File: src/core/flic_pkg.sv
// Purpose: Constants for the four-level interrupt controller
// Assumes: 125 MHz clock, register port with one-cycle read latency
// Notes:   Overview of operation
package flic_pkg;
  localparam int NSRC      = 15;
  localparam int NLVL      = 4;
  localparam int LVL_W     = 2;
  localparam int SRC_W     = 4;
  localparam int DEPTH_W   = 3;
  // Register addresses
  localparam logic [3:0] ADDR_ENA_A    = 4'h0; // bit7 global gate, bits6:0 sources 0..6
  localparam logic [3:0] ADDR_ENA_B    = 4'h1; // bits7:0 sources 7..14
  localparam logic [3:0] ADDR_LVL_LO_A = 4'h2;
  localparam logic [3:0] ADDR_LVL_HI_A = 4'h3;
  localparam logic [3:0] ADDR_LVL_LO_B = 4'h4;
  localparam logic [3:0] ADDR_LVL_HI_B = 4'h5;
  localparam logic [3:0] ADDR_TEC      = 4'h6; // bit0/2 trig sel, bit1/3 edge flags
  localparam logic [3:0] ADDR_STAT     = 4'h7; // sticky event bits, write one to clear
  localparam logic [3:0] ADDR_MASK     = 4'h8;
  localparam logic [3:0] ADDR_SVC      = 4'h9; // read: active level bits, current vector
  localparam int GATE_BIT   = 7;
  localparam int SPLIT      = 7;
  localparam int TEC_IT0    = 0;
  localparam int TEC_IE0    = 1;
  localparam int TEC_IT1    = 2;
  localparam int TEC_IE1    = 3;
  localparam int STAT_VEC   = 0; // vectored
  localparam int STAT_WAKE  = 1; // wake raised
  localparam int STAT_EDGE  = 2; // external edge seen
  localparam int NSTAT      = 3;
  localparam logic [7:0] RST_BYTE = 8'h00;
  localparam int MC_CLKS    = 2; // clocks per machine cycle
endpackage

File: src/core/flic_top.sv
// Purpose: Four-level vectored interrupt controller for an 8-bit core
// Assumes: Peripheral requests synchronous to clk_i; external pins asynchronous
// Notes:   Core signals boundary and return-from-service as one-cycle pulses
//
// Decided for this implementation: the address map and the address-and-strobe port.
`timescale 1ns/1ps
module flic_top
  import flic_pkg::*;
(
  input  wire logic                clk_i,
  input  wire logic                rst_i,
  input  wire logic [3:0]          addr_i,
  input  wire logic [7:0]          wdata_i,
  input  wire logic                wr_i,
  input  wire logic                rd_i,
  output logic      [7:0]          rdata_o,
  input  wire logic [NSRC-1:0]     periph_req_i,
  input  wire logic [1:0]          ext_irq_pin_n_i,
  input  wire logic                boundary_i,
  input  wire logic                reti_i,
  input  wire logic                sleeping_i,
  output logic                     vec_valid_o,
  output logic [SRC_W-1:0]         vec_idx_o,
  output logic                     wake_o,
  output logic                     irq_o
);
  // Register state
  logic [7:0]          irq_enable_reg_a_reg;
  logic [7:0]          irq_enable_reg_b_reg;
  logic [7:0]          irq_level_low_a_reg;
  logic [7:0]          irq_level_high_a_reg;
  logic [7:0]          irq_level_low_b_reg;
  logic [7:0]          irq_level_high_b_reg;
  logic [1:0]          ext_trigger_sel_reg;
  logic [1:0]          ext_request_flag_reg;
  logic [NSTAT-1:0]    stat_reg;
  logic [NSTAT-1:0]    mask_reg;
  logic [NLVL-1:0]     active_reg;
  logic [1:0]          sync1_reg;
  logic [1:0]          sync2_reg;
  logic [1:0]          samp_reg;
  logic                mc_reg;
  logic [NSRC-1:0]     pend_reg;
  logic [7:0]          rdata_reg;
  logic                vec_valid_reg;
  logic [SRC_W-1:0]    vec_idx_reg;
  logic                wake_reg;
  logic                irq_reg;

  logic [NSRC-1:0]     enable;
  logic [NSRC-1:0]     raw_req;
  logic [NSRC-1:0]     elig;
  logic [2*NSRC-1:0]   lvl_flat;
  logic                arb_hit;
  logic [SRC_W-1:0]    arb_idx;
  logic [LVL_W-1:0]    arb_lvl;
  logic                take;
  logic [1:0]          edge_seen;
  logic [1:0]          clr_edge;
  logic [NSTAT-1:0]    stat_set;

  // Per-source enable and level from the two register pairs
  assign enable = {irq_enable_reg_b_reg, irq_enable_reg_a_reg[SPLIT-1:0]};
  generate
    for (genvar g = 0; g < NSRC; g++) begin : g_lvl
      if (g < SPLIT) begin : g_a
        assign lvl_flat[2*g +: 2] = {irq_level_high_a_reg[g], irq_level_low_a_reg[g]};
      end else begin : g_b
        assign lvl_flat[2*g +: 2] = {irq_level_high_b_reg[g-SPLIT], irq_level_low_b_reg[g-SPLIT]};
      end
    end
  endgenerate

  // Requests: externals from their flags or pins, the rest from peripherals
  always_comb begin
    raw_req = periph_req_i;
    for (int k = 0; k < 2; k++) begin
      raw_req[2*k] = ext_trigger_sel_reg[k] ? ext_request_flag_reg[k] : ~sync2_reg[k];
    end
  end

  // Enabled and gated requests
  assign elig = pend_reg & enable & {NSRC{irq_enable_reg_a_reg[GATE_BIT]}};

  flic_arbiter #(
    .N (NSRC)
  ) u_arb (
    .req_i (elig),
    .lvl_i (lvl_flat),
    .hit_o (arb_hit),
    .idx_o (arb_idx),
    .lvl_o (arb_lvl)
  );

  // Vector only when the winner beats every active level
  always_comb begin
    take = arb_hit && boundary_i && !active_reg[NLVL-1];
    for (int l = 0; l < NLVL; l++) begin
      if (active_reg[l] && int'(arb_lvl) <= l) begin
        take = 1'b0;
      end
    end
  end

  // Two-flop synchroniser for the external pins
  always_ff @(posedge clk_i or posedge rst_i) begin
    if (rst_i) begin
      sync1_reg <= 2'h3;
      sync2_reg <= 2'h3;
    end else begin
      sync1_reg <= ext_irq_pin_n_i;
      sync2_reg <= sync1_reg;
    end
  end

  // Machine-cycle phase; pins and requests sampled once per machine cycle
  always_ff @(posedge clk_i or posedge rst_i) begin
    if (rst_i) begin
      mc_reg   <= 1'b0;
      samp_reg <= 2'h3;
      pend_reg <= '0;
    end else begin
      mc_reg <= ~mc_reg;
      if (mc_reg) begin
        samp_reg <= sync2_reg;
        pend_reg <= raw_req;
      end
    end
  end

  // Falling edge between two samples
  assign edge_seen = {2{mc_reg}} & samp_reg & ~sync2_reg;
  always_comb begin
    clr_edge = 2'h0;
    if (wr_i && addr_i == ADDR_TEC) begin
      clr_edge = {~wdata_i[TEC_IE1], ~wdata_i[TEC_IE0]};
    end
    if (take) begin
      if (arb_idx == SRC_W'(0)) clr_edge[0] = 1'b1;
      if (arb_idx == SRC_W'(2)) clr_edge[1] = 1'b1;
    end
  end

  // External edge flags: set wins over clear
  always_ff @(posedge clk_i or posedge rst_i) begin
    if (rst_i) begin
      ext_request_flag_reg <= 2'h0;
    end else begin
      ext_request_flag_reg <= (ext_request_flag_reg & ~clr_edge) | (edge_seen & ext_trigger_sel_reg);
    end
  end

  // Configuration registers
  always_ff @(posedge clk_i or posedge rst_i) begin
    if (rst_i) begin
      irq_enable_reg_a_reg <= RST_BYTE;
      irq_enable_reg_b_reg <= RST_BYTE;
      irq_level_low_a_reg  <= RST_BYTE;
      irq_level_high_a_reg <= RST_BYTE;
      irq_level_low_b_reg  <= RST_BYTE;
      irq_level_high_b_reg <= RST_BYTE;
      ext_trigger_sel_reg  <= 2'h0;
      mask_reg             <= '0;
    end else if (wr_i) begin
      unique case (addr_i)
        ADDR_ENA_A:    irq_enable_reg_a_reg <= wdata_i;
        ADDR_ENA_B:    irq_enable_reg_b_reg <= wdata_i;
        ADDR_LVL_LO_A: irq_level_low_a_reg  <= wdata_i;
        ADDR_LVL_HI_A: irq_level_high_a_reg <= wdata_i;
        ADDR_LVL_LO_B: irq_level_low_b_reg  <= wdata_i;
        ADDR_LVL_HI_B: irq_level_high_b_reg <= wdata_i;
        ADDR_TEC:      ext_trigger_sel_reg  <= {wdata_i[TEC_IT1], wdata_i[TEC_IT0]};
        ADDR_MASK:     mask_reg             <= wdata_i[NSTAT-1:0];
        default:       ;
      endcase
    end
  end

  // Active-level stack: set on vector, clear highest on return
  always_ff @(posedge clk_i or posedge rst_i) begin
    if (rst_i) begin
      active_reg <= '0;
    end else if (take) begin
      active_reg[arb_lvl] <= 1'b1;
    end else if (reti_i) begin
      for (int l = 0; l < NLVL; l++) begin
        if (active_reg[l] && (active_reg >> (l + 1)) == '0) begin
          active_reg[l] <= 1'b0;
        end
      end
    end
  end

  // Vector and wake outputs
  always_ff @(posedge clk_i or posedge rst_i) begin
    if (rst_i) begin
      vec_valid_reg <= 1'b0;
      vec_idx_reg   <= '0;
      wake_reg      <= 1'b0;
    end else begin
      vec_valid_reg <= take;
      if (take) begin
        vec_idx_reg <= arb_idx;
      end
      wake_reg <= sleeping_i && (|elig);
    end
  end

  // Sticky status, set wins over write-one-to-clear
  assign stat_set = {|edge_seen, sleeping_i && (|elig), take};
  always_ff @(posedge clk_i or posedge rst_i) begin
    if (rst_i) begin
      stat_reg <= '0;
      irq_reg  <= 1'b0;
    end else begin
      if (wr_i && addr_i == ADDR_STAT) begin
        stat_reg <= (stat_reg & ~wdata_i[NSTAT-1:0]) | stat_set;
      end else begin
        stat_reg <= stat_reg | stat_set;
      end
      irq_reg <= |(stat_reg & mask_reg);
    end
  end

  // Read data, one cycle after the strobe
  always_ff @(posedge clk_i or posedge rst_i) begin
    if (rst_i) begin
      rdata_reg <= 8'h00;
    end else if (rd_i) begin
      unique case (addr_i)
        ADDR_ENA_A:    rdata_reg <= irq_enable_reg_a_reg;
        ADDR_ENA_B:    rdata_reg <= irq_enable_reg_b_reg;
        ADDR_LVL_LO_A: rdata_reg <= irq_level_low_a_reg;
        ADDR_LVL_HI_A: rdata_reg <= irq_level_high_a_reg;
        ADDR_LVL_LO_B: rdata_reg <= irq_level_low_b_reg;
        ADDR_LVL_HI_B: rdata_reg <= irq_level_high_b_reg;
        ADDR_TEC:      rdata_reg <= {4'h0, ext_request_flag_reg[1], ext_trigger_sel_reg[1],
                                     ext_request_flag_reg[0], ext_trigger_sel_reg[0]};
        ADDR_STAT:     rdata_reg <= {5'h00, stat_reg};
        ADDR_MASK:     rdata_reg <= {5'h00, mask_reg};
        ADDR_SVC:      rdata_reg <= {active_reg, vec_idx_reg};
        default:       rdata_reg <= 8'h00;
      endcase
    end else begin
      rdata_reg <= 8'h00;
    end
  end

  assign rdata_o     = rdata_reg;
  assign vec_valid_o = vec_valid_reg;
  assign vec_idx_o   = vec_idx_reg;
  assign wake_o      = wake_reg;
  assign irq_o       = irq_reg;
endmodule

File: src/core/flic_arbiter.sv
// Purpose: Pick the highest-level pending source, ties by lowest index
// Assumes: Pure combinational, same clock domain as caller
// Notes:   Index order is the polling order
`timescale 1ns/1ps
module flic_arbiter
  import flic_pkg::*;
#(
  parameter int N = NSRC
) (
  input  wire logic [N-1:0]       req_i,
  input  wire logic [2*N-1:0]     lvl_i,
  output logic                    hit_o,
  output logic [SRC_W-1:0]        idx_o,
  output logic [LVL_W-1:0]        lvl_o
);
  // Scan high index downward so lower index wins on equal level
  always_comb begin
    hit_o = 1'b0;
    idx_o = '0;
    lvl_o = '0;
    for (int i = N - 1; i >= 0; i--) begin
      if (req_i[i] && (!hit_o || lvl_i[2*i +: 2] >= lvl_o)) begin
        hit_o = 1'b1;
        idx_o = SRC_W'(i);
        lvl_o = lvl_i[2*i +: 2];
      end
    end
  end
endmodule

File: config.mk
export PLATFORM = sky130hd
export DESIGN_NAME = flic_top
export DESIGN_NICKNAME = d
export VERILOG_FILES = /design/src/core/flic_pkg.sv /design/src/core/flic_top.sv /design/src/core/flic_arbiter.sv
export SDC_FILE = /design/constraint.sdc
export NUM_CORES = 1
export LEC_CHECK = 0
export BUFFER_PORTS_ARGS = -buffer_cell sky130_fd_sc_hd__buf_2
export CORE_MARGIN = 1.5
export CORE_UTILIZATION = 40
export CTS_CLUSTER_DIAMETER = 100
export CTS_CLUSTER_SIZE = 28
export DETAILED_ROUTE_END_ITERATION = 10
export PLACE_DENSITY = 0.67
export SLEW_MARGIN = 20
export SYNTH_ARGS = -nofsm -noshare
export SYNTH_HDL_FRONTEND = slang
export SYNTH_SLANG_ARGS = --single-unit
File: constraint.sdc
create_clock -name clk_i -period 31.5 [get_ports clk_i]
set_input_delay 3.15 -clock clk_i [delete_from_list [all_inputs] [get_ports clk_i]]
set_output_delay 3.15 -clock clk_i [all_outputs]
set_load 0.05 [all_outputs]
# Yosys cells after proc, flatten, opt, wreduce, memory -nomap -nowiden
# Cells that the tools add are included.
# totals
regBits,99
in_bits,36
out_inout_bits,15
wordCells,216
# op_classes
magnitude_cmp,19
n_eq_ne,10
n_mux,65
bitwise_logic,20
n_reduce_logical,78
# ops
op,n
$pmux W8 S10,1
$mux W4,17
$mux W2,17
$and A15 B15 Y15,2
$ge A2 B2 Y1,14
$mux W1,27
$logic_and A1 B1 Y1,26
$reduce_and A2 Y1,11
$logic_not A4 Y1,5
$eq A4 B3 Y1 const B,4
$logic_not A1 Y1,15
$reduce_or A15 Y1,1
$logic_or A1 B1 Y1,14
$eq A4 B2 Y1 const B,3
$and A2 B2 Y2,4
$eq A4 B4 Y1 const B,2
$mux W8,1
$reduce_bool A2 Y1,4
$and A3 B3 Y3,2
$or A3 B3 Y3,2
$not A1 Y1,5
$eq A4 B1 Y1 const B,1
$le A2 B1 Y1 const B,2
$not A2 Y2,2
other kinds (10),10

# Logic depth before layout (Yosys ltp)
# Gate-level depths: netlist of the first run.
# logic_depth
ltp_word,69
depth_mapped,97
mapped_depth_nobuf,95

# Cells and area by module
# Synthesis of the first run repeated with hierarchy kept, for this count alone.
# unflattened
cells_unflattened,589
area_unflattened_um2,6183.4
# by_module_without_submodules
mod,instances,cells_each,area_per_inst_um2,seq_area_each_um2
flic_top,1,359,4609.4,2484.9
flic_arbiter,1,230,1574.0,0.0

# Worst setup path after synthesis of the first run
# OpenSTA, ideal clock, no wires.
# synth_timing
path_type,register -> register
start,reg irq_enable_reg_a_reg[7]
end,reg vec_idx_reg[0] (netlist: vec_idx_o[0])
setup_time_ns,0.079
arrival_ns,18.486
required_ns,31.421
path_slack_ns,12.934
path_stages_with_launch,95
path_buffers,4
period_less_slack_ns,18.566
path_cell_list,dfrtp_1 -> clkbuf_1 -> clkbuf_1 -> clkbuf_1 -> nand4_1 -> ha_1 -> or3b_2 -> a21oi_1 -> a22oi_1 -> nor2_1 -> ha_1 -> nand2b_1 -> a211o_1 -> a221oi_1 -> or3_1 -> ha_1 -> a211oi_1 -> nor2_2 -> (+59 left out) -> nor2_1 -> a31oi_1 -> o21ai_0 -> a31oi_1 -> nor2_1 -> or2_2 -> ha_1 -> nand2b_1 -> a21oi_1 -> nor2_1 -> a21oi_1 -> nor2_1 -> a21oi_1 -> a32oi_1 -> o31a_1 -> o21ba_1 -> buf_4 -> mux2i_1
# synth_via
elab_chain_cells,64
word_cells_on_any_way,113
classes_between,order compare (17); mux (48); bitwise (1); reduce/logical (47)
# synth_rtl
item,line_no,text
"start, declared",flic_top.sv:28,logic [7:0] irq_enable_reg_a_reg;
"start signal, assigned",flic_top.sv:166,ADDR_ENA_A: irq_enable_reg_a_reg <= wdata_i;
$and A15 B15 Y15 *,flic_top.sv:83,assign elig = pend_reg & enable & {NSRC{irq_enable_reg_a_reg[GATE_BIT]}};
$mux W2 or $mux W1 (tied branches),flic_arbiter.sv:22,if (req_i[i] && (!hit_o || lvl_i[2*i +: 2] >= lvl_o)) begin
$ge A2 B2 Y1 or $logic_not A1 Y1 (tied branches),flic_arbiter.sv:22,
$logic_or A1 B1 Y1,flic_arbiter.sv:22,
$logic_and A1 B1 Y1,flic_arbiter.sv:22,
$mux W2 or $mux W1 (tied branches),flic_arbiter.sv:22,
$ge A2 B2 Y1 or $logic_not A1 Y1 (tied branches),flic_arbiter.sv:22,
$logic_or A1 B1 Y1,flic_arbiter.sv:22,
(+47 left out),-,
$logic_or A1 B1 Y1,flic_arbiter.sv:22,
$logic_and A1 B1 Y1,flic_arbiter.sv:22,
$mux W2 or $mux W1 (tied branches),flic_arbiter.sv:22,
$le A2 B1 Y1 or $logic_and A1 B1 Y1 (tied branches),"flic_top.sv:99, flic_top.sv:97",
"$logic_and A1 B1 Y1, on equally long branches","flic_top.sv:99, flic_top.sv:97",
$mux W1 (2 in series),flic_top.sv:99,if (active_reg[l] && int'(arb_lvl) <= l) begin
$mux W1 * (2 in series),flic_top.sv:99,
net stat_set[0],flic_top.sv:60,logic [NSTAT-1:0] stat_set;
"end signal, assigned",flic_top.sv:203,vec_idx_reg <= arb_idx;
"end, declared",flic_top.sv:46,logic [SRC_W-1:0] vec_idx_reg;
# Mark *: on every way through the listed nets, which the timed path passes. The rest lies on a longest branch.
# A chain may end at the register's enable or synchronous reset.

# Final worst setup path of the first run
# layout_timing
start,reg irq_enable_reg_b_reg[7]
end,reg vec_idx_reg[1] (netlist: vec_idx_o[1])
# layout_via
elab_chain_cells,65
word_cells_on_any_way,115
classes_between,order compare (17); mux (49); bitwise (2); reduce/logical (47)
# layout_rtl
item,line_no,text
"start, declared",flic_top.sv:29,logic [7:0] irq_enable_reg_b_reg;
"start signal, assigned",flic_top.sv:167,ADDR_ENA_B: irq_enable_reg_b_reg <= wdata_i;
$and A15 B15 Y15 * (2 in series),flic_top.sv:83,
$mux W2 or $mux W1 (tied branches),flic_arbiter.sv:22,
$ge A2 B2 Y1 or $logic_not A1 Y1 (tied branches),flic_arbiter.sv:22,
$logic_or A1 B1 Y1,flic_arbiter.sv:22,
$logic_and A1 B1 Y1,flic_arbiter.sv:22,
$mux W2 or $mux W1 (tied branches),flic_arbiter.sv:22,
$ge A2 B2 Y1 or $logic_not A1 Y1 (tied branches),flic_arbiter.sv:22,
$logic_or A1 B1 Y1,flic_arbiter.sv:22,
(+45 left out),-,
$mux W2 or $mux W1 (tied branches),flic_arbiter.sv:22,
$ge A2 B2 Y1 or $logic_not A1 Y1 (tied branches),flic_arbiter.sv:22,
$logic_or A1 B1 Y1,flic_arbiter.sv:22,
$logic_and A1 B1 Y1,flic_arbiter.sv:22,
$mux W2 or $mux W1 (tied branches),flic_arbiter.sv:22,
$le A2 B1 Y1 or $logic_and A1 B1 Y1 (tied branches),"flic_top.sv:99, flic_top.sv:97",
"$logic_and A1 B1 Y1, on equally long branches","flic_top.sv:99, flic_top.sv:97",
$mux W1 (4 in series),flic_top.sv:99,
# Mark *: on every way between the ends. The rest lies on a longest branch, timed or not.

==> results of run 1 <==
[per-stage QoR]
| stage | setup WS, ns | instance area [sq um] | utilization |
|---|---|---|---|
| after detailed placement | 10.54 | 6450 | 0.441 |
| after floorplan | 12.93 | 6020 | - |
| after CTS | 10.43 | 6760 | 0.461 |
| after global placement | 11.01 | 6450 | 0.441 |
| after global routing | 8.71 | 6760 | 0.462 |
| final | 10.17 | 6760 | 0.462 |
[worst paths after layout]
check                      cells after the start                     from  slack, ns                 endpoint
setup / recovery                              93  irq_enable_reg_b_reg[7]      10.17             vec_idx_o[1]
hold / removal                                 0             sync1_reg[0]       0.36             sync2_reg[0]
setup reg to reg                              93  irq_enable_reg_b_reg[7]      10.17             vec_idx_o[1]
hold reg to reg                                0             sync1_reg[0]       0.36             sync2_reg[0]
max in group asynchronous                      3                    rst_i      27.57  irq_enable_reg_a_reg[5]
min in group asynchronous                      2                    rst_i       2.88              pend_reg[8]
[layout by cell type, fill, tap and decap left out, drive strengths merged, types with 22 or more instances in the layout]
master   n
a21oi   33
buf     52
dfrtp   93
ha      22
inv     41
mux2    71
nand2   44
nand3   22
nor2    41
o21ai   32
[routing by layer]
| layer | GRT usage | vias to the layer above | part of all wire |
|---|---|---|---|
| met5 | 0 | - | 0 |
| met4 | 0.120 | 0 | 0.044 |
| met3 | 0.0429 | 48 | 0.080 |
| met2 | 0.350 | 260 | 0.44 |
| met1 | 0.309 | 2557 | 0.43 |
| li1 | - | 2382 | - |
[final cells by class]
cell class | count | area, sq um | share of cell area
clock buffer | 10 | 239 | 0.0353
clock inverter | 6 | 63.8 | 0.00944
inverter | 38 | 145 | 0.0215
multi-input combinational | 453 | 3320 | 0.491
sequential | 99 | 2490 | 0.368
tap | 184 | 230 | 0.0340
timing repair buffer | 53 | 275 | 0.0407
[report_power, final]
part           switching (uW)  total (uW)  internal (uW)
logic                     108         186           77.1
registers                32.7         186            153
clock network            55.8         114           58.2
total                     197         485            288
[critical path: cells and delay by family (launching register included)]
kind	cells	cell delay, ns
AND/OR/NAND/NOR	30	4.89
multiplexers	3	1.06
AO/OA/AOI/OAI	42	10.21
flip-flops	1	0.49
adder cells (fa/ha/maj)	17	4.51
buffers and inverters	1	0.05
[kinds of logic (layout without fill, tap and decap cells)]
kind of cell             after synthesis  after routing  share of synthesized area
flip-flops                            99             99                      0.413
buffers and inverters                 56            107                     0.0357
AND/OR/NAND/NOR                      184            184                      0.152
AO/OA/AOI/OAI                        165            165                      0.199
adder cells (fa/ha/maj)               25             25                     0.0511
multiplexers                          79             79                      0.150
==> results.toml, run 1 <==
[outcome]
status = "finished with violations"
failed_checks = "DRC"

[clock_tree]
cts.sinks = 99
post_cts_buffers = 0
root_buffer = "clkbuf_16"
cts_hold_buf = 0
clkSlewWorstSetupHoldPaths_ns = 0.08
cts_tree = "done"
clk_latency_ns = 0.36
clk_path_buf_depth = 2
h-tree-depth = 3
cts-buffers-inserted = 9
cts_resized = 0

[finish]
nets = 712
diodes = 0
area_delta_synth_final_pct = 12.3
stdcell_count = 843
n_fill_cell = 1387
largest_reg_flops = 15
drive_above_1_share = 0.256

[logic_synthesis]
ys_seq_area_frac = 0.413
synth_common_cells = "dfrtp_1 (93), mux2_2 (71), nand2_1 (44)"
async_reset_ff_frac = 1.00
synth_top_flop_cell = "dfrtp_1"
synth.cell_area_sq_um = 6020
synth_fp_nets = 666
synth_top_area_share = 0.386
synth.distinct_cells = 74
synth_seq_cells = 99
synth_area_leader_cell = "dfrtp_1"
ys_warn_count = 0
synth_edf_count = 0
synth.area.top_cells = "dfrtp_1 (39%), mux2_2 (13%), ha_1 (4.6%), nand2_1 (2.7%), dfstp_2 (2.6%)"
syn_area_per_cell_sq_um = 9.91
yosysMostFrequentCell = "dfrtp_1"
synth_cells = 608

[global_routing]
gr-total-overflow = 0
track_usage = 0.229
antenna_found_initial = 0
grt_pass1_vias = 5092
grt_pass1_wl_microns = 27900
grt_max_degree = 54

[floorplan]
ioPinCount = 51
initial_core_util = 0.411
fp.dieW_microns = 126
die_h_microns = 126
dieArea_sq_um = 15800
coreArea_sq_um = 14600
num_rows = 44

[sta]
finalHoldViolCount = 0
finalCritPeriodShare = 0.677
tightest_slew_ns = 0.822
setup_viol = 0
maxSlewHeadroom = 0.447
layout_min_cycle_time_ns = 21.33
rsz0062_at_grt = "false"
setup-tns-final_ns = 0
final.setup_skew_ns = 0.00940
hold-worst-slack_ns = 0.357
fmax_mhz = 46.9
drv_slew = 0

[power_and_ir_drop]
p_per_area_nw_per_um2 = 71.8
vdd_drop_max_uv = 32.6
power_uw = 485
p_leak_uw = 0.00304

[detailed_routing]
drt_pass1_iterations = 10
vias_per_cell = 6.22
vias = 5247
post_drt_wl_per_cell_microns = 20.7
drt_iter0_drc = 619
antenna_left = 0
drc = 4
wl_microns = 17500

[critical_path]
arrival_ns = 21.60
path_max_fanout = 8
startpoint_type = "flop"
crit_required_ns = 31.78
crit_slowest_cell = "a211oi_1"
setup.worst_path.class = "flop to flop"
critPathCaptureType = "flop"
cpMostUsedCell = "ha_1"
slowest_delay_ns = 0.56

[placement]
io_buffers = 48
dp_hpwl_microns = 13200
place_inst = 826
routabilityCongestion = 0.982

[hold_path]
min_path_type = "flop to flop"

[run]
max_cap_violations = 0
(Power assumes the default switching activity.)
==> run 2: changes to the inputs <==
Settings changed: PLACE_DENSITY 0.67 to 0.69.
Clock period 31.5 ns to 17.9 ns, I/O delays scaled along.
==> results.toml, run 2 (synthesized netlist as in run 1, its figures left out) <==
[hold_path]
min_path_type = "flop to flop"
hold_start = "sync1_reg[1]"
hold_depth = 0
min_to = "sync2_reg[1]"

[power_and_ir_drop]
power_uw = 1050
p_per_area_nw_per_um2 = 130
p_leak_uw = 0.00374
vdd_drop_max_uv = 55.0

[sta]
drv_slew = 0
final.setup_skew_ns = 0.0148
fmax_mhz = 57.4
tightest_slew_ns = 1.03
hold-worst-slack_ns = 0.357
setup_viol = 0
finalHoldViolCount = 0
finalCritPeriodShare = 0.973
maxSlewHeadroom = 0.315
layout_min_cycle_time_ns = 17.41

[detailed_routing]
antenna_left = 0
post_drt_wl_per_cell_microns = 21.1
drt_iter0_drc = 547
vias = 5883
wl_microns = 20300
vias_per_cell = 6.10
drc = 8
drt_pass1_iterations = 8

[global_routing]
gr-total-overflow = 0
grt_max_degree = 89
antenna_found_initial = 2
track_usage = 0.251
grt_pass1_wl_microns = 30800
grt_pass1_vias = 5674

[finish]
nets = 833
drive_above_1_share = 0.445
final_common_cell = "buf_4"
final_cell_mix = "buf_4 (120), dfrtp_1 (93), mux2_2 (69), buf_2 (49), nand2_1 (41)"
ff_latch_area_sq_um = 2480
n_fill_cell = 1248
largest_reg_flops = 15
multi_input_area_sq_um = 3760
area_delta_synth_final_pct = 34.8

[critical_path]
cpMostUsedCell = "ha_1"
timing.rr.end = "vec_idx_o[2]"
crit_slowest_cell = "or4_4"
critPathCaptureType = "flop"
setup.worst_path.class = "flop to flop"
path_max_fanout = 4
crit_start = "irq_enable_reg_b_reg[7]"
crit_required_ns = 18.18
slowest_delay_ns = 0.56
reg2reg_from = "irq_enable_reg_b_reg[7]"
arrival_ns = 17.69
r2r_slack_ns = 0.49
startpoint_type = "flop"
ff2ff_path_depth = 93

[floorplan]
ioPinCount = 51
dieArea_sq_um = 15800
fp.dieW_microns = 126
die_h_microns = 126
coreArea_sq_um = 14600
num_rows = 44
initial_core_util = 0.411

[clock_tree]
clk_path_buf_depth = 2
cts_tree = "done"
cts.sinks = 99
clk_latency_ns = 0.36
cts-buffers-inserted = 9
cts_hold_buf = 0
clkSlewWorstSetupHoldPaths_ns = 0.08
root_buffer = "clkbuf_16"
h-tree-depth = 3

[outcome]
status = "finished with violations"
failed_checks = "DRC"

[placement]
dp_hpwl_microns = 13800
io_buffers = 48
routabilityCongestion = 0.963

[run]
max_cap_violations = 0
[run 2: worst max-delay path by stage]
stage / to / cells after the start
after floorplan: vec_idx_o[0] / 94
after global placement: vec_idx_o[3] / 96
after detailed placement: vec_idx_o[2] / 96
after CTS: vec_idx_o[2] / 97
after global routing: active_reg[2] / 95
final: vec_idx_o[2] / 93
[run 2: layer usage]
layer | vias up | routed length [microns] | GRT usage
li1 | 2617 | - | -
met1 | 2914 | 8470 | 0.330
met2 | 276 | 9370 | 0.395
met3 | 74 | 1410 | 0.0455
met4 | 2 | 1070 | 0.136
met5 | - | 9 | 0
[run 2: power breakdown]
part	switching (uW)	leakage, uW	internal, uW
Sequential	60.4	0.00120	269
Clock	97.2	0.000150	103
Combinational	259	0.00239	264
Total	417	0.00374	636
[run 2: area by class of cell]
| cell class | count | area share |
|---|---|---|
| repair buffers | 174 | 0.147 |
| clock inverters | 6 | 0.00832 |
| inverters | 38 | 0.0179 |
| multi-input cells | 453 | 0.462 |
| clock buffers | 10 | 0.0294 |
| well taps | 184 | 0.0283 |
| flip-flops and latches | 99 | 0.306 |
| diodes | 1 | 0.000308 |
[run 2: metrics by stage]
step                      setup WS, ns  TNS, ns   util  instance area (sq um)  instances
after floorplan                 0.0182        0      -                   6060        608
after global placement          0.0692        0  0.470                   6880        879
after detailed placement        -0.327    -1.96  0.470                   6880        879
after CTS                       0.0140        0  0.521                   7620        947
after global routing            -0.352    -3.17  0.554                   8120        964
final                            0.489        0  0.555                   8120        965
[run 2: what timing repair did]
action / in CTS / in global routing
pin swaps: 13 / 52
setup endpoints to repair: 12 / 12
resized for setup: 12 / 66
setup buffers: 52 / 15
[run 2: worst max-delay path: cells and delay by family, from the launching register on]
family	cells	cell delay [ns]
AOI/OAI and AO/OA	41	6.70
and+or+nand+nor	30	4.67
adders and majority gates	17	4.50
muxes	2	0.68
DFF	1	0.41
buffers and inverters	3	0.34
==> run 3: changes to the inputs <==
Settings changed: ABC_CLOCK_PERIOD_IN_PS set to 17900, MAX_ROUTING_LAYER set to met4.
==> results.toml, run 3 (synthesized netlist as in run 1, its figures left out) <==
[power_and_ir_drop]
p_per_area_nw_per_um2 = 130
power_uw = 1030
p_leak_uw = 0.00363
vdd_drop_max_uv = 56.0

[sta]
rsz0062_at_grt = "true"
finalHoldViolCount = 0
drv_slew = 0
setup-tns-final_ns = 0
maxSlewHeadroom = 0.446
fmax_mhz = 57.1
tightest_slew_ns = 0.831
hold-worst-slack_ns = 0.357
setup_viol = 0
layout_min_cycle_time_ns = 17.51
finalCritPeriodShare = 0.978
final.setup_skew_ns = 0.0110

[detailed_routing]
drt_pass1_iterations = 8
post_drt_wl_per_cell_microns = 20.6
drt_iter0_drc = 478
wl_microns = 19400
vias = 5695
drc = 4
antenna_left = 0
vias_per_cell = 6.03

[finish]
area_delta_synth_final_pct = 31.3
final_common_cell = "buf_4"
final_cell_mix = "buf_4 (101), dfrtp_1 (93), mux2_2 (69), buf_2 (49), nand2_1 (41)"
stdcell_count = 945
nets = 813
drive_above_1_share = 0.429
largest_reg_flops = 15
fin_util = 0.540

[critical_path]
crit_family = "compound AO/OA/AOI/OAI gates"
path_max_fanout = 3
startpoint_type = "flop"
cpMostUsedCell = "ha_1"
crit_slowest_cell = "or3b_4"
crit_required_ns = 18.19
slowest_delay_ns = 0.41
arrival_ns = 17.80
critPathCaptureType = "flop"
critical_path_buf_inv_count = 4
setup.worst_path.class = "flop to flop"

[placement]
io_buffers = 48
dp_hpwl_microns = 13900
place_inst = 887
routabilityCongestion = 0.959

[floorplan]
num_rows = 44
fp.dieW_microns = 126
die_h_microns = 126
initial_core_util = 0.411
ioPinCount = 51
dieArea_sq_um = 15800
coreArea_sq_um = 14600

[outcome]
failed_checks = "DRC"
status = "finished with violations"

[clock_tree]
cts.sinks = 99
clk_latency_ns = 0.36
h-tree-depth = 3
cts_hold_buf = 0
cts-buffers-inserted = 9
cts_tree = "done"
clkSlewWorstSetupHoldPaths_ns = 0.08
root_buffer = "clkbuf_16"
clk_path_buf_depth = 2

[global_routing]
grt_pass1_vias = 5473
track_usage = 0.251
grt_max_degree = 57
grt_pass1_wl_microns = 30000
antenna_found_initial = 1
gr-total-overflow = 0

[run]
max_cap_violations = 0

[hold_path]
min_path_type = "flop to flop"
run 3: cell types whose count changed in the layout (fill, tap and decap cells not counted), sizes merged:
cell / change
clkinvlp: +1
clkbuf: -2
buf: -19
inv: -1
clkinv: +1
run 3: per-stage QoR:
stage / setup WS (ns) / instance area (sq um)
2_1_floorplan: 0.0182 / 6060
3_3_place_gp: -0.100 / 6940
3_5_place_dp: -0.453 / 6940
4_1_cts: 0.0336 / 7480
5_1_grt: -0.462 / 7910
6_report: 0.392 / 7910
run 3: routing by layer:
layer,up-vias,wire (microns),track usage
met3,40,1160,0.0331
met5,-,0,-
met4,0,623,0.101
met1,2813,8390,0.328
met2,244,9270,0.397
li1,2598,-,-
run 3: area by class of cell:
type	instances	area (sq um)
Clock buffer	9	225
Sequential cell	99	2480
Inverter	38	145
Antenna cell	1	2.50
Clock inverter	7	72.6
Tap cell	184	230
Timing Repair Buffer	154	1050
Fill cell	1278	6740
Multi-Input combinational cell	453	3700
run 3: what timing repair did:
item                                    in CTS  in global routing
pin swaps                                   11                 65
endpoints found under the setup margin      12                 12
setup buffers                               25                 16
resized for setup                           15                 56
run 3: worst reg2reg max path: cells and delay by family (launching register included):
kind	cells	cell delay, ns
multiplexers	2	0.67
adder cells (fa/ha/maj)	17	4.74
AND/OR/NAND/NOR	27	4.15
buffers and inverters	4	0.58
flip-flops	1	0.37
AO/OA/AOI/OAI	42	6.92
run 3: worst paths after layout:
kind	from	endpoint	slack (ns)	cells after the start
worst max-delay path	irq_enable_reg_b_reg[7]	vec_idx_o[2]	0.39	92
worst min-delay path	sync1_reg[1]	sync2_reg[1]	0.36	0
worst max register to register	irq_enable_reg_b_reg[7]	vec_idx_o[2]	0.39	92
worst min register to register	sync1_reg[1]	sync2_reg[1]	0.36	0
max in group asynchronous	rst_i	samp_reg[0]	15.31	3
min in group asynchronous	rst_i	pend_reg[12]	1.54	2
run 3: where the power goes:
| part | internal [uW] | switching [uW] |
|---|---|---|
| clock | 98.5 | 96.5 |
| combinational | 258 | 251 |
| sequential | 269 | 57.2 |
| total | 626 | 405 |
